$ cat config.mk
export PLATFORM = sky130hd
export DESIGN_NAME = async_serial_dte_port
export DESIGN_NICKNAME = d
export VERILOG_FILES = /design/src/logic/char_fifo.v /design/src/logic/pin_sync.v /design/src/logic/async_serial_dte_port.v
export VERILOG_INCLUDE_DIRS = /design/src /design/src/pkg
export SDC_FILE = /design/constraint.sdc
export NUM_CORES = 1
export LEC_CHECK = 0
export BUFFER_PORTS_ARGS = -buffer_cell sky130_fd_sc_hd__buf_2
export CORE_MARGIN = 2
export CORE_UTILIZATION = 65
export CTS_BUF_LIST = sky130_fd_sc_hd__clkbuf_2 sky130_fd_sc_hd__clkbuf_4 sky130_fd_sc_hd__clkbuf_8
export DETAILED_ROUTE_END_ITERATION = 16
export GPL_TIMING_DRIVEN = 1
export PLACE_DENSITY = 0.84
export SYNTH_ARGS = -nofsm -noshare
export SYNTH_HDL_FRONTEND = slang
export SYNTH_SLANG_ARGS = --single-unit
$ cat constraint.sdc
create_clock -name ref_clk -period 4.25 [get_ports ref_clk]
set_clock_uncertainty 0.05 [all_clocks]
set_input_delay 0.2125 -clock ref_clk [delete_from_list [all_inputs] [get_ports ref_clk]]
set_output_delay 0.2125 -clock ref_clk [all_outputs]
set_load 0.005 [all_outputs]
$ cat src/pkg/serial_port_defines.vh
// Purpose: constants for the asynchronous terminal-side serial port
// Assumes: 25 MHz reference clock
// Notes:   bit timing derives from a 16x oversample tick
`ifndef SERIAL_PORT_DEFINES_VH
`define SERIAL_PORT_DEFINES_VH

// reference clock in Hz
`define CLK_HZ            25000000
// default baud rate
`define BAUD_DEFAULT      9600
// receiver oversampling factor
`define OVERSAMPLE        16
// ticks of the oversample clock per bit
`define TICKS_PER_BIT     5'd16
// half-bit point measured in ticks, centre of a bit
`define TICKS_HALF_BIT    5'd8
// 1.42 stop in sixteenths: 23 ticks is the least whole count at or above 22.72
`define TICKS_STOP_142    6'd23
`define TICKS_STOP_1      6'd16
`define TICKS_STOP_2      6'd32
// stop length selector codes
`define STOP_SEL_1        2'h0
`define STOP_SEL_142      2'h1
`define STOP_SEL_2        2'h2
// character length select: 0 = 5 bits .. 3 = 8 bits
`define LEN_BASE          4'd5
// fifo shape
`define FIFO_WIDTH        8
`define FIFO_DEPTH        8
`define FIFO_AW           3
// idle level on data and off level on control lines
`define LINE_MARK         1'b1
`define CTRL_OFF          1'b1
`define CTRL_ON           1'b0

`endif

$ cat src/logic/char_fifo.v
// Purpose: small character fifo between the user and the transmitter
// Assumes: one clock, same domain on both sides
// Notes:   full and empty come from a separate count
`timescale 1ns/100ps
`default_nettype none
module char_fifo #(
   parameter WIDTH = 8,
   parameter DEPTH = 8,
   parameter AW    = 3
) (
   // clock and reset
   input  wire             ref_clk,
   input  wire             rst_n,
   // fill side
   input  wire [WIDTH-1:0] in_data,
   input  wire             in_valid,
   output wire             in_ready,
   // drain side
   output wire [WIDTH-1:0] out_data,
   output wire             out_valid,
   input  wire             out_ready
);
   reg [WIDTH-1:0] mem [0:DEPTH-1];
   reg [AW-1:0]    wr_q;
   reg [AW-1:0]    rd_q;
   reg [AW:0]      cnt_q;
   reg             rdy_q;
   wire [AW:0]     cnt_d;
   wire            push;
   wire            pop;

   assign in_ready  = rdy_q; // registered, so ready leaves the top from a flop
   assign cnt_d     = cnt_q + {{AW{1'b0}}, push} - {{AW{1'b0}}, pop};
   assign out_valid = (cnt_q != {(AW+1){1'b0}});
   assign out_data  = mem[rd_q];
   assign push      = in_valid & in_ready;
   assign pop       = out_valid & out_ready;

   // storage has no reset, only pointers, count and ready do
   always @(posedge ref_clk) begin
      if (push) begin
         mem[wr_q] <= in_data;
      end
   end

   // pointers and occupancy
   always @(posedge ref_clk or negedge rst_n) begin
      if (!rst_n) begin
         wr_q  <= {AW{1'b0}};
         rd_q  <= {AW{1'b0}};
         cnt_q <= {(AW+1){1'b0}};
         rdy_q <= 1'b1;
      end else begin
         if (push) begin
            wr_q <= wr_q + 1'b1;
         end
         if (pop) begin
            rd_q <= rd_q + 1'b1;
         end
         cnt_q <= cnt_d;
         rdy_q <= (cnt_d != DEPTH[AW:0]);
      end
   end
endmodule // char_fifo
`default_nettype wire

$ cat src/logic/pin_sync.v
// Purpose: three-stage synchroniser for one pin
// Assumes: pin is asynchronous to ref_clk
// Notes:   output changes only when stages two and three agree
`timescale 1ns/100ps
`default_nettype none
module pin_sync #(
   parameter RESET_VAL = 1'b1
) (
   // clock and reset
   input  wire ref_clk,
   input  wire rst_n,
   // pin and clean level
   input  wire pin_in,
   output reg  level_q
);
   reg s1_q;
   reg s2_q;
   reg s3_q;

   // first stage feeds only the second
   always @(posedge ref_clk or negedge rst_n) begin
      if (!rst_n) begin
         s1_q    <= RESET_VAL;
         s2_q    <= RESET_VAL;
         s3_q    <= RESET_VAL;
         level_q <= RESET_VAL;
      end else begin
         s1_q <= pin_in;
         s2_q <= s1_q;
         s3_q <= s2_q;
         if (s2_q == s3_q) begin
            level_q <= s3_q;
         end
      end
   end
endmodule // pin_sync
`default_nettype wire

$ cat src/logic/async_serial_dte_port.v
// Purpose: terminal-side asynchronous serial port with modem control lines
// Assumes: 25 MHz ref_clk; modem lines and rx data arrive asynchronously
// Notes:   no parity; tx fed from an 8-entry fifo; control pins active low
`timescale 1ns/100ps
`default_nettype none
`include "serial_port_defines.vh"

// Summary of operation
// - each sent character opens with one start bit at zero
// - stop at one follows data; line stays one until next start
// - receiver accepts any idle length between characters
// - least stop length selectable as one, 1.42 or two bits
// - character holds five to eight data bits, both directions
// - start falling edge resets receiver timing; bits sampled mid-interval
// - characters are sent as soon as available, gaps may vary
// - no clock on the link; bit timing from local clock
// - each bit lasts one over the baud rate; code makes it 16 ticks of a divider rounded down, 208 clocks at 115200
// - on data lines mark is one, space is zero
// - on control lines on is zero, off is one
// - port offers tx, rx, rts, cts, dsr, carrier detect, dtr
// - transmit line held marking when idle and between characters
// - no new character starts while clear-to-send is off
// - data terminal ready held on keeps equipment connected
// - request-to-send puts equipment in transmit mode
module async_serial_dte_port #(
   parameter BAUD = `BAUD_DEFAULT
) (
   // clock and reset
   input  wire       ref_clk,
   input  wire       rst_n,
   // framing setup
   input  wire [1:0] len_sel,
   input  wire [1:0] stop_sel,
   // transmit characters in
   input  wire [7:0] tx_data,
   input  wire       tx_valid,
   output wire       tx_ready,
   // receive characters out
   output reg  [7:0] rx_data_q,
   output reg        rx_valid_q,
   output reg        rx_frame_err_q,
   // modem control from user, active high
   input  wire       dtr_req,
   input  wire       rts_req,
   // modem and transmit status to user, active high
   output reg        cts_on_q,
   output reg        dsr_on_q,
   output reg        cd_on_q,
   output reg        tx_busy_q,
   // serial pins
   output reg        txd_q,
   input  wire       rxd,
   output reg        rts_n_q,
   output reg        dtr_n_q,
   input  wire       cts_n,
   input  wire       dsr_n,
   input  wire       cd_n
);
   // tick divider: 16x baud, rounded down
   localparam [31:0] TICK_DIV = `CLK_HZ / (BAUD * `OVERSAMPLE);
   localparam [15:0] TICK_MAX = TICK_DIV[15:0] - 16'h0001;
   localparam [1:0] TX_IDLE  = 2'd0;
   localparam [1:0] TX_START = 2'd1;
   localparam [1:0] TX_DATA  = 2'd2;
   localparam [1:0] TX_STOP  = 2'd3;
   localparam [1:0] RX_IDLE  = 2'd0;
   localparam [1:0] RX_START = 2'd1;
   localparam [1:0] RX_DATA  = 2'd2;
   localparam [1:0] RX_STOP  = 2'd3;
   reg  [15:0] div_q;
   reg         tick_q;
   wire        rxd_s;
   wire        cts_s;
   wire        dsr_s;
   wire        cd_s;
   wire [7:0]  f_data;
   wire        f_valid;
   reg         f_pop;
   reg  [1:0]  tx_st_q;
   reg  [5:0]  tx_tk_q;
   reg  [2:0]  tx_bit_q;
   reg  [7:0]  tx_sh_q;
   reg  [2:0]  tx_last_q;
   reg  [5:0]  tx_stop_q;
   reg  [1:0]  rx_st_q;
   reg  [4:0]  rx_tk_q;
   reg  [2:0]  rx_bit_q;
   reg  [7:0]  rx_sh_q;
   reg  [2:0]  rx_last_q;
   reg         rxd_prev_q;
   // last data-bit index for a length code
   function [2:0] last_bit;
      input [1:0] sel;
      begin
         last_bit = 3'd4 + {1'b0, sel};
      end
   endfunction

   // stop length in ticks for a selector code
   function [5:0] stop_ticks;
      input [1:0] sel;
      begin
         case (sel)
            `STOP_SEL_142: stop_ticks = `TICKS_STOP_142;
            `STOP_SEL_2:   stop_ticks = `TICKS_STOP_2;
            default:       stop_ticks = `TICKS_STOP_1;
         endcase
      end
   endfunction

   // clean levels of the pins from the far side
   pin_sync #(.RESET_VAL(`LINE_MARK)) u_rxd (
      .ref_clk (ref_clk),
      .rst_n   (rst_n),
      .pin_in  (rxd),
      .level_q (rxd_s)
   );
   pin_sync #(.RESET_VAL(`CTRL_OFF)) u_cts (
      .ref_clk (ref_clk),
      .rst_n   (rst_n),
      .pin_in  (cts_n),
      .level_q (cts_s)
   );
   pin_sync #(.RESET_VAL(`CTRL_OFF)) u_dsr (
      .ref_clk (ref_clk),
      .rst_n   (rst_n),
      .pin_in  (dsr_n),
      .level_q (dsr_s)
   );
   pin_sync #(.RESET_VAL(`CTRL_OFF)) u_cd (
      .ref_clk (ref_clk),
      .rst_n   (rst_n),
      .pin_in  (cd_n),
      .level_q (cd_s)
   );

   // pending characters wait here; tx_ready drops when full
   char_fifo #(
      .WIDTH (`FIFO_WIDTH),
      .DEPTH (`FIFO_DEPTH),
      .AW    (`FIFO_AW)
   ) u_fifo (
      .ref_clk   (ref_clk),
      .rst_n     (rst_n),
      .in_data   (tx_data),
      .in_valid  (tx_valid),
      .in_ready  (tx_ready),
      .out_data  (f_data),
      .out_valid (f_valid),
      .out_ready (f_pop)
   );

   // 16x baud tick from the local clock, shared by both directions
   always @(posedge ref_clk or negedge rst_n) begin
      if (!rst_n) begin
         div_q  <= 16'h0000;
         tick_q <= 1'b0;
      end else begin
         if (div_q == TICK_MAX) begin
            div_q  <= 16'h0000;
            tick_q <= 1'b1;
         end else begin
            div_q  <= div_q + 16'h0001;
            tick_q <= 1'b0;
         end
      end
   end

   // take a character on a tick when idle and cts is on; start bit is whole ticks
   always @* begin
      f_pop = (tx_st_q == TX_IDLE) && f_valid && (cts_s == `CTRL_ON) && tick_q;
   end

   // transmitter: start, data lsb first, stop
   always @(posedge ref_clk or negedge rst_n) begin
      if (!rst_n) begin
         tx_st_q   <= TX_IDLE;
         tx_tk_q   <= 6'h00;
         tx_bit_q  <= 3'h0;
         tx_sh_q   <= 8'h00;
         tx_last_q <= 3'h7;
         tx_stop_q <= `TICKS_STOP_1;
         txd_q     <= `LINE_MARK;
         tx_busy_q <= 1'b0;
      end else begin
         case (tx_st_q)
            TX_IDLE: begin
               txd_q     <= `LINE_MARK;
               tx_busy_q <= tx_busy_q & ~tick_q; // held to the tick closing the stop
               if (f_pop) begin
                  tx_sh_q   <= f_data;
                  tx_last_q <= last_bit(len_sel);
                  tx_stop_q <= stop_ticks(stop_sel);
                  tx_tk_q   <= 6'h00;
                  tx_st_q   <= TX_START;
                  txd_q     <= 1'b0;
                  tx_busy_q <= 1'b1;
               end
            end
            TX_START: begin
               if (tick_q) begin
                  if (tx_tk_q == {1'b0, `TICKS_PER_BIT} - 6'h01) begin
                     tx_tk_q  <= 6'h00;
                     tx_bit_q <= 3'h0;
                     txd_q    <= tx_sh_q[0];
                     tx_st_q  <= TX_DATA;
                  end else begin
                     tx_tk_q <= tx_tk_q + 6'h01;
                  end
               end
            end
            TX_DATA: begin
               if (tick_q) begin
                  if (tx_tk_q == {1'b0, `TICKS_PER_BIT} - 6'h01) begin
                     tx_tk_q <= 6'h00;
                     if (tx_bit_q == tx_last_q) begin
                        txd_q   <= `LINE_MARK;
                        tx_st_q <= TX_STOP;
                     end else begin
                        tx_bit_q <= tx_bit_q + 3'h1;
                        tx_sh_q  <= {1'b0, tx_sh_q[7:1]};
                        txd_q    <= tx_sh_q[1];
                     end
                  end else begin
                     tx_tk_q <= tx_tk_q + 6'h01;
                  end
               end
            end
            TX_STOP: begin
               // last stop tick is spent in idle, which pops only on a tick
               if (tick_q) begin
                  if (tx_tk_q == tx_stop_q - 6'h02) begin
                     tx_tk_q <= 6'h00;
                     tx_st_q <= TX_IDLE;
                  end else begin
                     tx_tk_q <= tx_tk_q + 6'h01;
                  end
               end
            end
            default: begin
               tx_st_q <= TX_IDLE;
               txd_q   <= `LINE_MARK;
            end
         endcase
      end
   end

   // receiver: falling edge restarts timing, sample at bit centres
   always @(posedge ref_clk or negedge rst_n) begin
      if (!rst_n) begin
         rx_st_q        <= RX_IDLE;
         rx_tk_q        <= 5'h00;
         rx_bit_q       <= 3'h0;
         rx_sh_q        <= 8'h00;
         rx_last_q      <= 3'h7;
         rxd_prev_q     <= `LINE_MARK;
         rx_data_q      <= 8'h00;
         rx_valid_q     <= 1'b0;
         rx_frame_err_q <= 1'b0;
      end else begin
         rxd_prev_q <= rxd_s;
         rx_valid_q <= 1'b0;
         case (rx_st_q)
            RX_IDLE: begin
               // stays here for any idle length
               if (rxd_prev_q && !rxd_s) begin
                  rx_tk_q   <= 5'h00;
                  rx_last_q <= last_bit(len_sel);
                  rx_st_q   <= RX_START;
               end
            end
            RX_START: begin
               if (tick_q) begin
                  if (rx_tk_q == `TICKS_HALF_BIT - 5'h01) begin
                     rx_tk_q <= 5'h00;
                     // glitch shorter than half a bit: back to idle
                     rx_st_q <= rxd_s ? RX_IDLE : RX_DATA;
                     rx_bit_q <= 3'h0;
                  end else begin
                     rx_tk_q <= rx_tk_q + 5'h01;
                  end
               end
            end
            RX_DATA: begin
               if (tick_q) begin
                  if (rx_tk_q == `TICKS_PER_BIT - 5'h01) begin
                     rx_tk_q <= 5'h00;
                     rx_sh_q[rx_bit_q] <= rxd_s;
                     if (rx_bit_q == rx_last_q) begin
                        rx_st_q <= RX_STOP;
                     end else begin
                        rx_bit_q <= rx_bit_q + 3'h1;
                     end
                  end else begin
                     rx_tk_q <= rx_tk_q + 5'h01;
                  end
               end
            end
            RX_STOP: begin
               if (tick_q) begin
                  if (rx_tk_q == `TICKS_PER_BIT - 5'h01) begin
                     rx_tk_q        <= 5'h00;
                     rx_data_q      <= rx_sh_q;
                     rx_valid_q     <= 1'b1;
                     rx_frame_err_q <= ~rxd_s;
                     rx_sh_q        <= 8'h00;
                     rx_st_q        <= RX_IDLE;
                  end else begin
                     rx_tk_q <= rx_tk_q + 5'h01;
                  end
               end
            end
            default: begin
               rx_st_q <= RX_IDLE;
            end
         endcase
      end
   end

   // modem lines: pins active low, user side active high
   always @(posedge ref_clk or negedge rst_n) begin
      if (!rst_n) begin
         rts_n_q  <= `CTRL_OFF;
         dtr_n_q  <= `CTRL_OFF;
         cts_on_q <= 1'b0;
         dsr_on_q <= 1'b0;
         cd_on_q  <= 1'b0;
      end else begin
         rts_n_q  <= ~rts_req;
         dtr_n_q  <= ~dtr_req;
         cts_on_q <= ~cts_s;
         dsr_on_q <= ~dsr_s;
         cd_on_q  <= ~cd_s;
      end
   end
endmodule // async_serial_dte_port
`default_nettype wire

== Word-level counts from Yosys, hierarchy flattened ==
Memory sizes are Yosys's and may differ from the RTL's.
Cells that the tools add are included.
Word-level totals
  bits in writable memories: 64
  register bits: 111
  memories kept: 1
Memories
  u_fifo.mem: depth 8, width 8, read ports 1, clocked after Yosys merged registers in 0, wr ports 1, line char_fifo.v:23  | reg [WIDTH-1:0] mem [0:DEPTH-1];
Operators by class
  add/subtract/negate cells: 11
  order comparisons: 2
  reduce and logical (&&, ||, !) cells: 28
  muxes and demuxes: 72
  bitwise gates (word level): 10
  eq/ne operators: 40
Operators with widths (number)
  two-way mux 8 bit: 8
  two-way mux 2 bit: 17
  != test 2 bit, second input constant: 17
  case mux 8 bit (2 select lines): 2
  two-way mux 3 bit: 10
  two-way mux 6 bit: 5
  two-way mux 5 bit: 5
  case mux 6 bit (3 select lines): 1
  adder 16 x 1 -> 16 bit, second input constant: 1
  equality test 16 x 8 -> 1 bit, second input constant: 1
  two-way mux 16 bit: 1
  case mux 2 bit (4 select lines): 2
  AND reduction 8 bit: 2
  case mux 5 bit (3 select lines): 1
  AND reduction 5 bit: 3
  two-way mux 1 bit: 14
  adder 3 x 1 -> 3 bit, second input constant: 4
  case mux 3 bit (2 select lines): 2
  case mux 6 bit (2 select lines): 1
  AND reduction 6 bit: 2
  equality test 2 bit, second input constant: 5
  AND reduction 3 bit: 3
  bitwise mux 8 bit: 1
  nonzero test 2 bit: 4
  28 further kinds: 51

== Logic depth before layout (Yosys ltp) ==
Gate-level depths: netlist of the first run.
  depth in word-level cells: 8
  gate-level depth with buffers: 12
  gate-level depth less buffers: 12

== Hierarchy ==
A second synthesis of the first run with hierarchy kept.
Second synthesis, totals
  cells, all modules: 547
  area total of the unflattened synthesis: 7439.6 um2
Modules (own cells, without submodules)
  async_serial_dte_port: cells an instance 379, instances 1, area an instance 3893.7 um2
  char_fifo: cells an instance 148, instances 1, area an instance 3080.5 um2
  pin_sync: cells an instance 5, instances 4, area an instance 116.4 um2

== Least setup slack after synthesis of the first run ==
OpenSTA, ideal clock, no wires.
  path kind: flip-flop to flip-flop
  from: reg u_fifo.cnt_q[2]
  to: reg u_fifo.rdy_q (netlist: u_fifo.in_ready)
  data required time: 4.118 ns
  library setup time: 0.082 ns
  clock period less this slack: 2.570 ns
  cell stages (with the launch flop): 13
  setup slack: 1.680 ns
  buffers on the path: 0
  arrival time: 2.437 ns
  cell sequence: dfrtp_1 > inv_1 > ha_1 > or3b_1 > nand4_2 > inv_1 > ha_1 > inv_1 > ha_1 > fa_1 > xor2_1 > nor3_1 > nand2_1
On the way
  cells in the longest elaborated chain, start to end: 7
RTL lines
  from (decl): line char_fifo.v:26  | reg [AW:0] cnt_q;
  from (signal assigned): line char_fifo.v:51  | cnt_q <= {(AW+1){1'b0}};
  from (signal assigned): line char_fifo.v:60  | cnt_q <= cnt_d;
  nonzero test 4 bit *: line char_fifo.v:34  | assign out_valid = (cnt_q != {(AW+1){1'b0}});
  logical AND 1 bit (3 in a row): line async_serial_dte_port.v:171  | f_pop = (tx_st_q == TX_IDLE) && f_valid && (cts_s == `CTRL_ON) && tick_q;
  bitwise AND 1 bit *: line char_fifo.v:37  | assign pop = out_valid & out_ready;
  via u_fifo.pop: line char_fifo.v:30  | wire pop;
  subtractor 4 x 1 -> 4 bit *: line char_fifo.v:33  | assign cnt_d = cnt_q + {{AW{1'b0}}, push} - {{AW{1'b0}}, pop};
  via u_fifo.cnt_d[2]: line char_fifo.v:28  | wire [AW:0] cnt_d;
  != test 4 bit *: line char_fifo.v:61  | rdy_q <= (cnt_d != DEPTH[AW:0]);
  to (signal assigned): line char_fifo.v:61
  to (decl): line char_fifo.v:27  | reg rdy_q;
The timed path passes the listed nets; every way through them passes the cells marked *.
A chain may end at the register's enable or synchronous reset.

== Final worst setup path of the first run ==
Ends and elaborated chain as after synthesis.

==> impl_metrics.tcl, run 1 <==
set metrics [dict create \
    gp_congestion 0.828 \
    multi_input_area_sq_mm 0.00254 \
    arrival_ns 3.19 \
    drt-pass1-iter-count 5 \
    final_cell_mix "dfrtp_1 (80), edfxtp_1 (64), nand2_1 (45)" \
    antenna_found_initial 0 \
    finalSetupViolations 0 \
    cp_max_fo 10 \
    routed.top_layer "met4" \
    peakVddDrop_uv 402 \
    fin_util 0.753 \
    mostFrequentLayoutCell "dfrtp_1" \
    dieArea_sq_mm 0.0122 \
    insertion_delay_ns 0.45 \
    dp_slack_ns 1.41 \
    drtAntennaViolNets 0 \
    fin_nets 649 \
    ys_warn_count 0 \
    cts_made_buffers 17 \
    avgRoutedWirePerCell_microns 17.0 \
    start_util 0.673 \
    nFillCells 674 \
    placed_cells 708 \
    ys_seq_area_frac 0.626 \
    ios 39 \
    port_buffers 38 \
    fin_crit_ns 2.85 \
    p_leak_nw 3.48 \
    dp_hpwl_microns 8660 \
    dieHeight_microns 110 \
    fmax_mhz 350 \
    totalWireLength_microns 12900 \
    slew_headroom 0.179 \
    synth_edf_count 64 \
    hold_viol_final 0 \
    final.setup.tns_ns 0 \
    syn_area_sq_mm 0.00736 \
    synth.avg_cell_area_sq_um 13.5 \
    worst_setup_path_end_kind "flip-flop" \
    synth_top_area_cell "dfrtp_1" \
    final_cell_count_no_fill 759 \
    syn_inst 544 \
    synth_fp_nets 587 \
    ff_latch_area_sq_mm 0.00461 \
    cts-htree-levels 4 \
    required_ns 4.58 \
    area_growth_pct 11.9 \
    drc_errors 0 \
    root_buffer "clkbuf_8" \
    die_w_microns 110 \
    via_per_inst 5.81 \
    synthArstFlopShare 0.624 \
    clk_pin_slew_ns 0.08 \
    grt_util_all_layers 0.242 \
    synth-main-ff-cell "dfrtp_1" \
    hold_path_class "in2reg" \
    grt_setup_unrepaired "false" \
    p_total_mw 2.98 \
    cts_tree "done" \
    postCtsResizedCells 0 \
    outcome "complete, no violations" \
    netlist_top_cells_area "dfrtp_1 (27%), edfxtp_1 (26%), dfstp_2 (9.3%)" \
    drv_slew 0 \
    grt_max_degree 68 \
    wl_met1_microns 5530 \
    vias 4411 \
    met2WireLength_microns 6670 \
    drt_iter0_drc 315 \
    core-area_sq_mm 0.0109 \
    grt_pass1_vias 4545 \
    power_density_mw_per_mm2 363 \
    cts.sinks 170 \
    timing.final.ws_setup_ns 1.40 \
    row_count 38 \
    grt_pass1_wl_microns 22000 \
    synthDistinctLibCells 64 \
    overflow 0 \
    final_layout_size_suffix_gt1_frac 0.225 \
    cts_setup_buffers 0 \
    timing.final.crit_share 0.672 \
    cp-start-kind "flip-flop" \
    clockBufferDepth 2 \
    synth.top_cell.area_share 0.272 \
    n_antenna_cell 0 \
    worst_slew_pin_slew_ns 1.22 \
    wl_met3_microns 479 \
    worst-setup-path-type "reg2reg" \
    ys_ff_latch 170 \
    cap_violations 0 \
]
## cells in the mapped netlist, types with 5 or more instances
| master | n |
|---|---|
| a21oi_1 | 15 |
| a222oi_1 | 7 |
| a22o_1 | 13 |
| and3_1 | 10 |
| clkbuf_1 | 10 |
| dfrtp_1 | 80 |
| dfstp_2 | 26 |
| edfxtp_1 | 64 |
| ha_1 | 21 |
| inv_1 | 37 |
| mux2_2 | 14 |
| mux2i_1 | 9 |
| mux4_2 | 16 |
| nand2_1 | 45 |
| nand3_1 | 15 |
| nand4_1 | 5 |
| nor2_1 | 29 |
| nor2b_1 | 6 |
| nor3_1 | 8 |
| o21ai_0 | 25 |
| xnor2_1 | 18 |
| xor2_1 | 6 |
## critical path, cell delays in order, from the launching register on
cell,delay [ns]
dfrtp_1,0.37
inv_1,0.08
ha_1,0.13
or3b_1,0.40
nand4_2,0.24
inv_1,0.17
ha_1,0.31
inv_1,0.04
ha_1,0.20
fa_1,0.39
xor2_1,0.18
nor3_1,0.15
nand2_1,0.08
## metal layers
metal  vias to the layer above  track usage
met4                         0        0.101
met2                        88        0.407
met1                      2203        0.302
met3                        23       0.0582
li1                       2097            -
met5                         -            0
## flip-flops by register name (all words and copies together), names as in the netlist, 3 cells and up, named ones only
register / count
u_fifo.rd_q: 3
u_fifo.wr_q: 3
div_q: 16
tx_tk_q: 6
rx_bit_q: 3
rx_tk_q: 5
rx_data_q: 8
rx_sh_q: 8
u_fifo.cnt_q: 4
u_fifo.mem: 64
tx_bit_q: 3
tx_sh_q: 8
tx_stop_q: 3
## repair_timing
item,4_1_cts,5_1_grt
hold buffers,19,0
endpoints found under the hold margin,132,0
setup endpoints to repair,0,0
## layout make-up
cell class,instances,area share
tap,140,0.0213
clock buffer,20,0.0312
inverter,37,0.0169
clock inverter,12,0.0152
timing repair buffer,58,0.0474
multi-input combinational,322,0.308
sequential,170,0.560
## through the flow
stage | hold slack, ns | cell area [sq um]
final | 0.0293 | 8230
after global routing | 0.0205 | 8230
after CTS | 0.0148 | 8230
after detailed placement | 0.269 | 7660
after global placement | 0.267 | 7660
after floorplan | -0.133 | 7360
## cell families after synthesis
logic type               after synthesis  synth area share
AO/OA/AOI/OAI                         82            0.0775
XOR/XNOR                              25            0.0316
adder cells (fa/ha/maj)               26            0.0439
buffers and inverters                 52            0.0291
flip-flops                           170             0.626
multiplexers                          40            0.0847
AND/OR/NAND/NOR                      149             0.107
## path summary, 6_finish.rpt
check,depth (start not counted),start,slack (ns),to
max,12,u_fifo.cnt_q[2],1.40,u_fifo.in_ready
max in group asynchronous,3,rst_n,2.80,u_fifo.in_ready
max reg2reg,12,u_fifo.cnt_q[2],1.40,u_fifo.in_ready
min,4,tx_valid,0.03,u_fifo.wr_q[0]
min in group asynchronous,2,rst_n,0.34,tx_tk_q[3]
min reg2reg,0,u_rxd.s1_q,0.31,u_rxd.s2_q
## report_power, final
group          switching [mW]  internal, mW
clock network           0.553         0.537
logic                  0.0665        0.0556
registers              0.0263          1.75
total                   0.646          2.34
(Power assumes the default switching activity.)
==> inputs of run 2 (changes only) <==
- CORE_UTILIZATION: 65 -> 63
- PLACE_DENSITY: 0.84 -> 0.82
- clock period: 4.25 -> 2.9 ns (I/O delays scaled with it)
==> impl_metrics.tcl, run 2 (same netlist as run 1, synthesis figures left out) <==
set metrics [dict create \
    via_per_inst 5.77 \
    mostFrequentLayoutCell "dfrtp_1" \
    largestRegisters "u_fifo.mem (64), div_q (16)" \
    start_util 0.644 \
    finalSetupViolations 0 \
    dp_hpwl_microns 8820 \
    cts-htree-levels 4 \
    p_leak_nw 3.52 \
    path_delay_family "adder cells" \
    grt_setup_unrepaired "false" \
    slew_headroom 0.468 \
    gp_congestion 0.834 \
    ff_latch_area_sq_mm 0.00461 \
    n_antenna_cell 0 \
    grt_pass1_vias 4539 \
    totalWireLength_microns 13000 \
    required_ns 3.23 \
    clk_pin_slew_ns 0.09 \
    cts_tree "done" \
    final_cell_mix "dfrtp_1 (80), edfxtp_1 (64), nand2_1 (45)" \
    postCtsResizedCells 0 \
    port_buffers 38 \
    drtAntennaViolNets 0 \
    cts_made_buffers 17 \
    top_register "u_fifo.mem" \
    dp_slack_ns 0.267 \
    row_count 39 \
    area_growth_pct 12.8 \
    nFillCells 742 \
    ios 39 \
    grt_max_degree 56 \
    fmax_mhz 376 \
    clockBufferDepth 2 \
    arrival_ns 2.99 \
    timing.final.ws_setup_ns 0.238 \
    cts.sinks 170 \
    insertion_delay_ns 0.46 \
    grt_util_all_layers 0.223 \
    placed_cells 717 \
    dieHeight_microns 112 \
    dieArea_sq_mm 0.0126 \
    final.setup.tns_ns 0 \
    root_buffer "clkbuf_8" \
    hold_viol_final 0 \
    hold_path_class "in2reg" \
    power_density_mw_per_mm2 531 \
    worst_path_largest_cell_delay_ns 0.38 \
    core-area_sq_mm 0.0114 \
    final_layout_size_suffix_gt1_frac 0.236 \
    final_cell_count_no_fill 769 \
    drt_iter0_drc 284 \
    drc_errors 0 \
    fin_nets 656 \
    path_buf_inv 3 \
    holdWs_ns 0.0436 \
    cp-start-kind "flip-flop" \
    cap_violations 0 \
    fin_crit_ns 2.66 \
    worst_setup_path_end_kind "flip-flop" \
    drt-pass1-iter-count 4 \
    overflow 0 \
    vias 4435 \
    cp_max_fo 7 \
    largest_register_ffs 64 \
    outcome "complete, no violations" \
    grt_pass1_wl_microns 21800 \
    die_w_microns 112 \
    multi_input_area_sq_mm 0.00254 \
    worst-setup-path-type "reg2reg" \
    worstPathCellList "inv_1 > ha_1 > or3b_1 > nand4_2 > inv_1 > ha_1 > inv_1 > ha_1 > fa_1 > xor2_1 > nor3_1 > nand2_1" \
    worst_slew_pin_slew_ns 0.798 \
    antenna_found_initial 0 \
    avgRoutedWirePerCell_microns 16.8 \
    cts_setup_buffers 0 \
    timing.final.crit_share 0.918 \
    peakVddDrop_uv 547 \
    cp_slowest_cell "or3b_1" \
    drv_slew 0 \
]
==> run 2: cell types whose count changed in the layout (fill, tap and decap cells not counted), sizes merged <==
cell | previous run | this run
bufinv | 2 | 1
inv | 38 | 45
dlygate4sd3 | 19 | 20
clkinvlp | 3 | 2
buf | 39 | 45
clkbuf | 20 | 17
clkinv | 6 | 4
==> run 2: what timing repair did <==
| item | CTS | global route |
|---|---|---|
| endpoints found under the hold margin | 120 | 0 |
| hold buffers | 20 | 0 |
| endpoints found under the setup margin | 0 | 0 |
==> run 2: final cells by class <==
type	count	share of cell area
clock inverter	15	0.0187
timing repair buffer	65	0.0537
sequential	170	0.555
inverter	37	0.0167
clock buffer	17	0.0282
tap	143	0.0216
multi-input combinational	322	0.306
==> run 2: stage by stage <==
stage | total power [mW] | utilization | instance area [sq um]
after global routing | 4.59 | 0.727 | 8300
after floorplan | 2.73 | - | 7360
after detailed placement | 2.81 | 0.675 | 7710
after global placement | 2.80 | 0.675 | 7710
after CTS | 4.45 | 0.727 | 8300
final | 4.41 | 0.727 | 8300
==> run 2: metal layers <==
metal / vias to the layer above / track usage / share of wire
li1: 2100 / - / -
met1: 2231 / 0.275 / 0.42
met2: 90 / 0.381 / 0.53
met3: 14 / 0.0626 / 0.035
met4: 0 / 0.0854 / 0.014
met5: - / 0 / 0
==> run 2: report_power, final <==
part	internal, mW	switching (mW)	total [mW]
Sequential	2.56	0.0389	2.60
Clock	0.712	0.917	1.63
Combinational	0.0832	0.0992	0.182
Total	3.35	1.06	4.41
==> run 2: path summary, 6_finish.rpt <==
| kind | to | slack [ns] | cells past startpoint | from |
|---|---|---|---|---|
| max | u_fifo.in_ready | 0.24 | 12 | u_fifo.cnt_q[2] |
| min | tx_stop_q[4] | 0.04 | 3 | stop_sel[1] |
| max reg2reg | u_fifo.in_ready | 0.24 | 12 | u_fifo.cnt_q[2] |
| min reg2reg | u_cts.s2_q | 0.31 | 0 | u_cts.s1_q |
| max in group asynchronous | u_cd.s2_q | 1.70 | 3 | rst_n |
| min in group asynchronous | rx_tk_q[3] | 0.21 | 2 | rst_n |
==> run 2: worst reg2reg max path, delay by kind of cell, from the launching register on <==
kind / cells / cell delay, ns
xor gates and xnor gates: 1 / 0.18
buffers and inverters: 3 / 0.24
adders and majority gates: 4 / 1.04
and+or+nand+nor: 4 / 0.71
DFF: 1 / 0.36
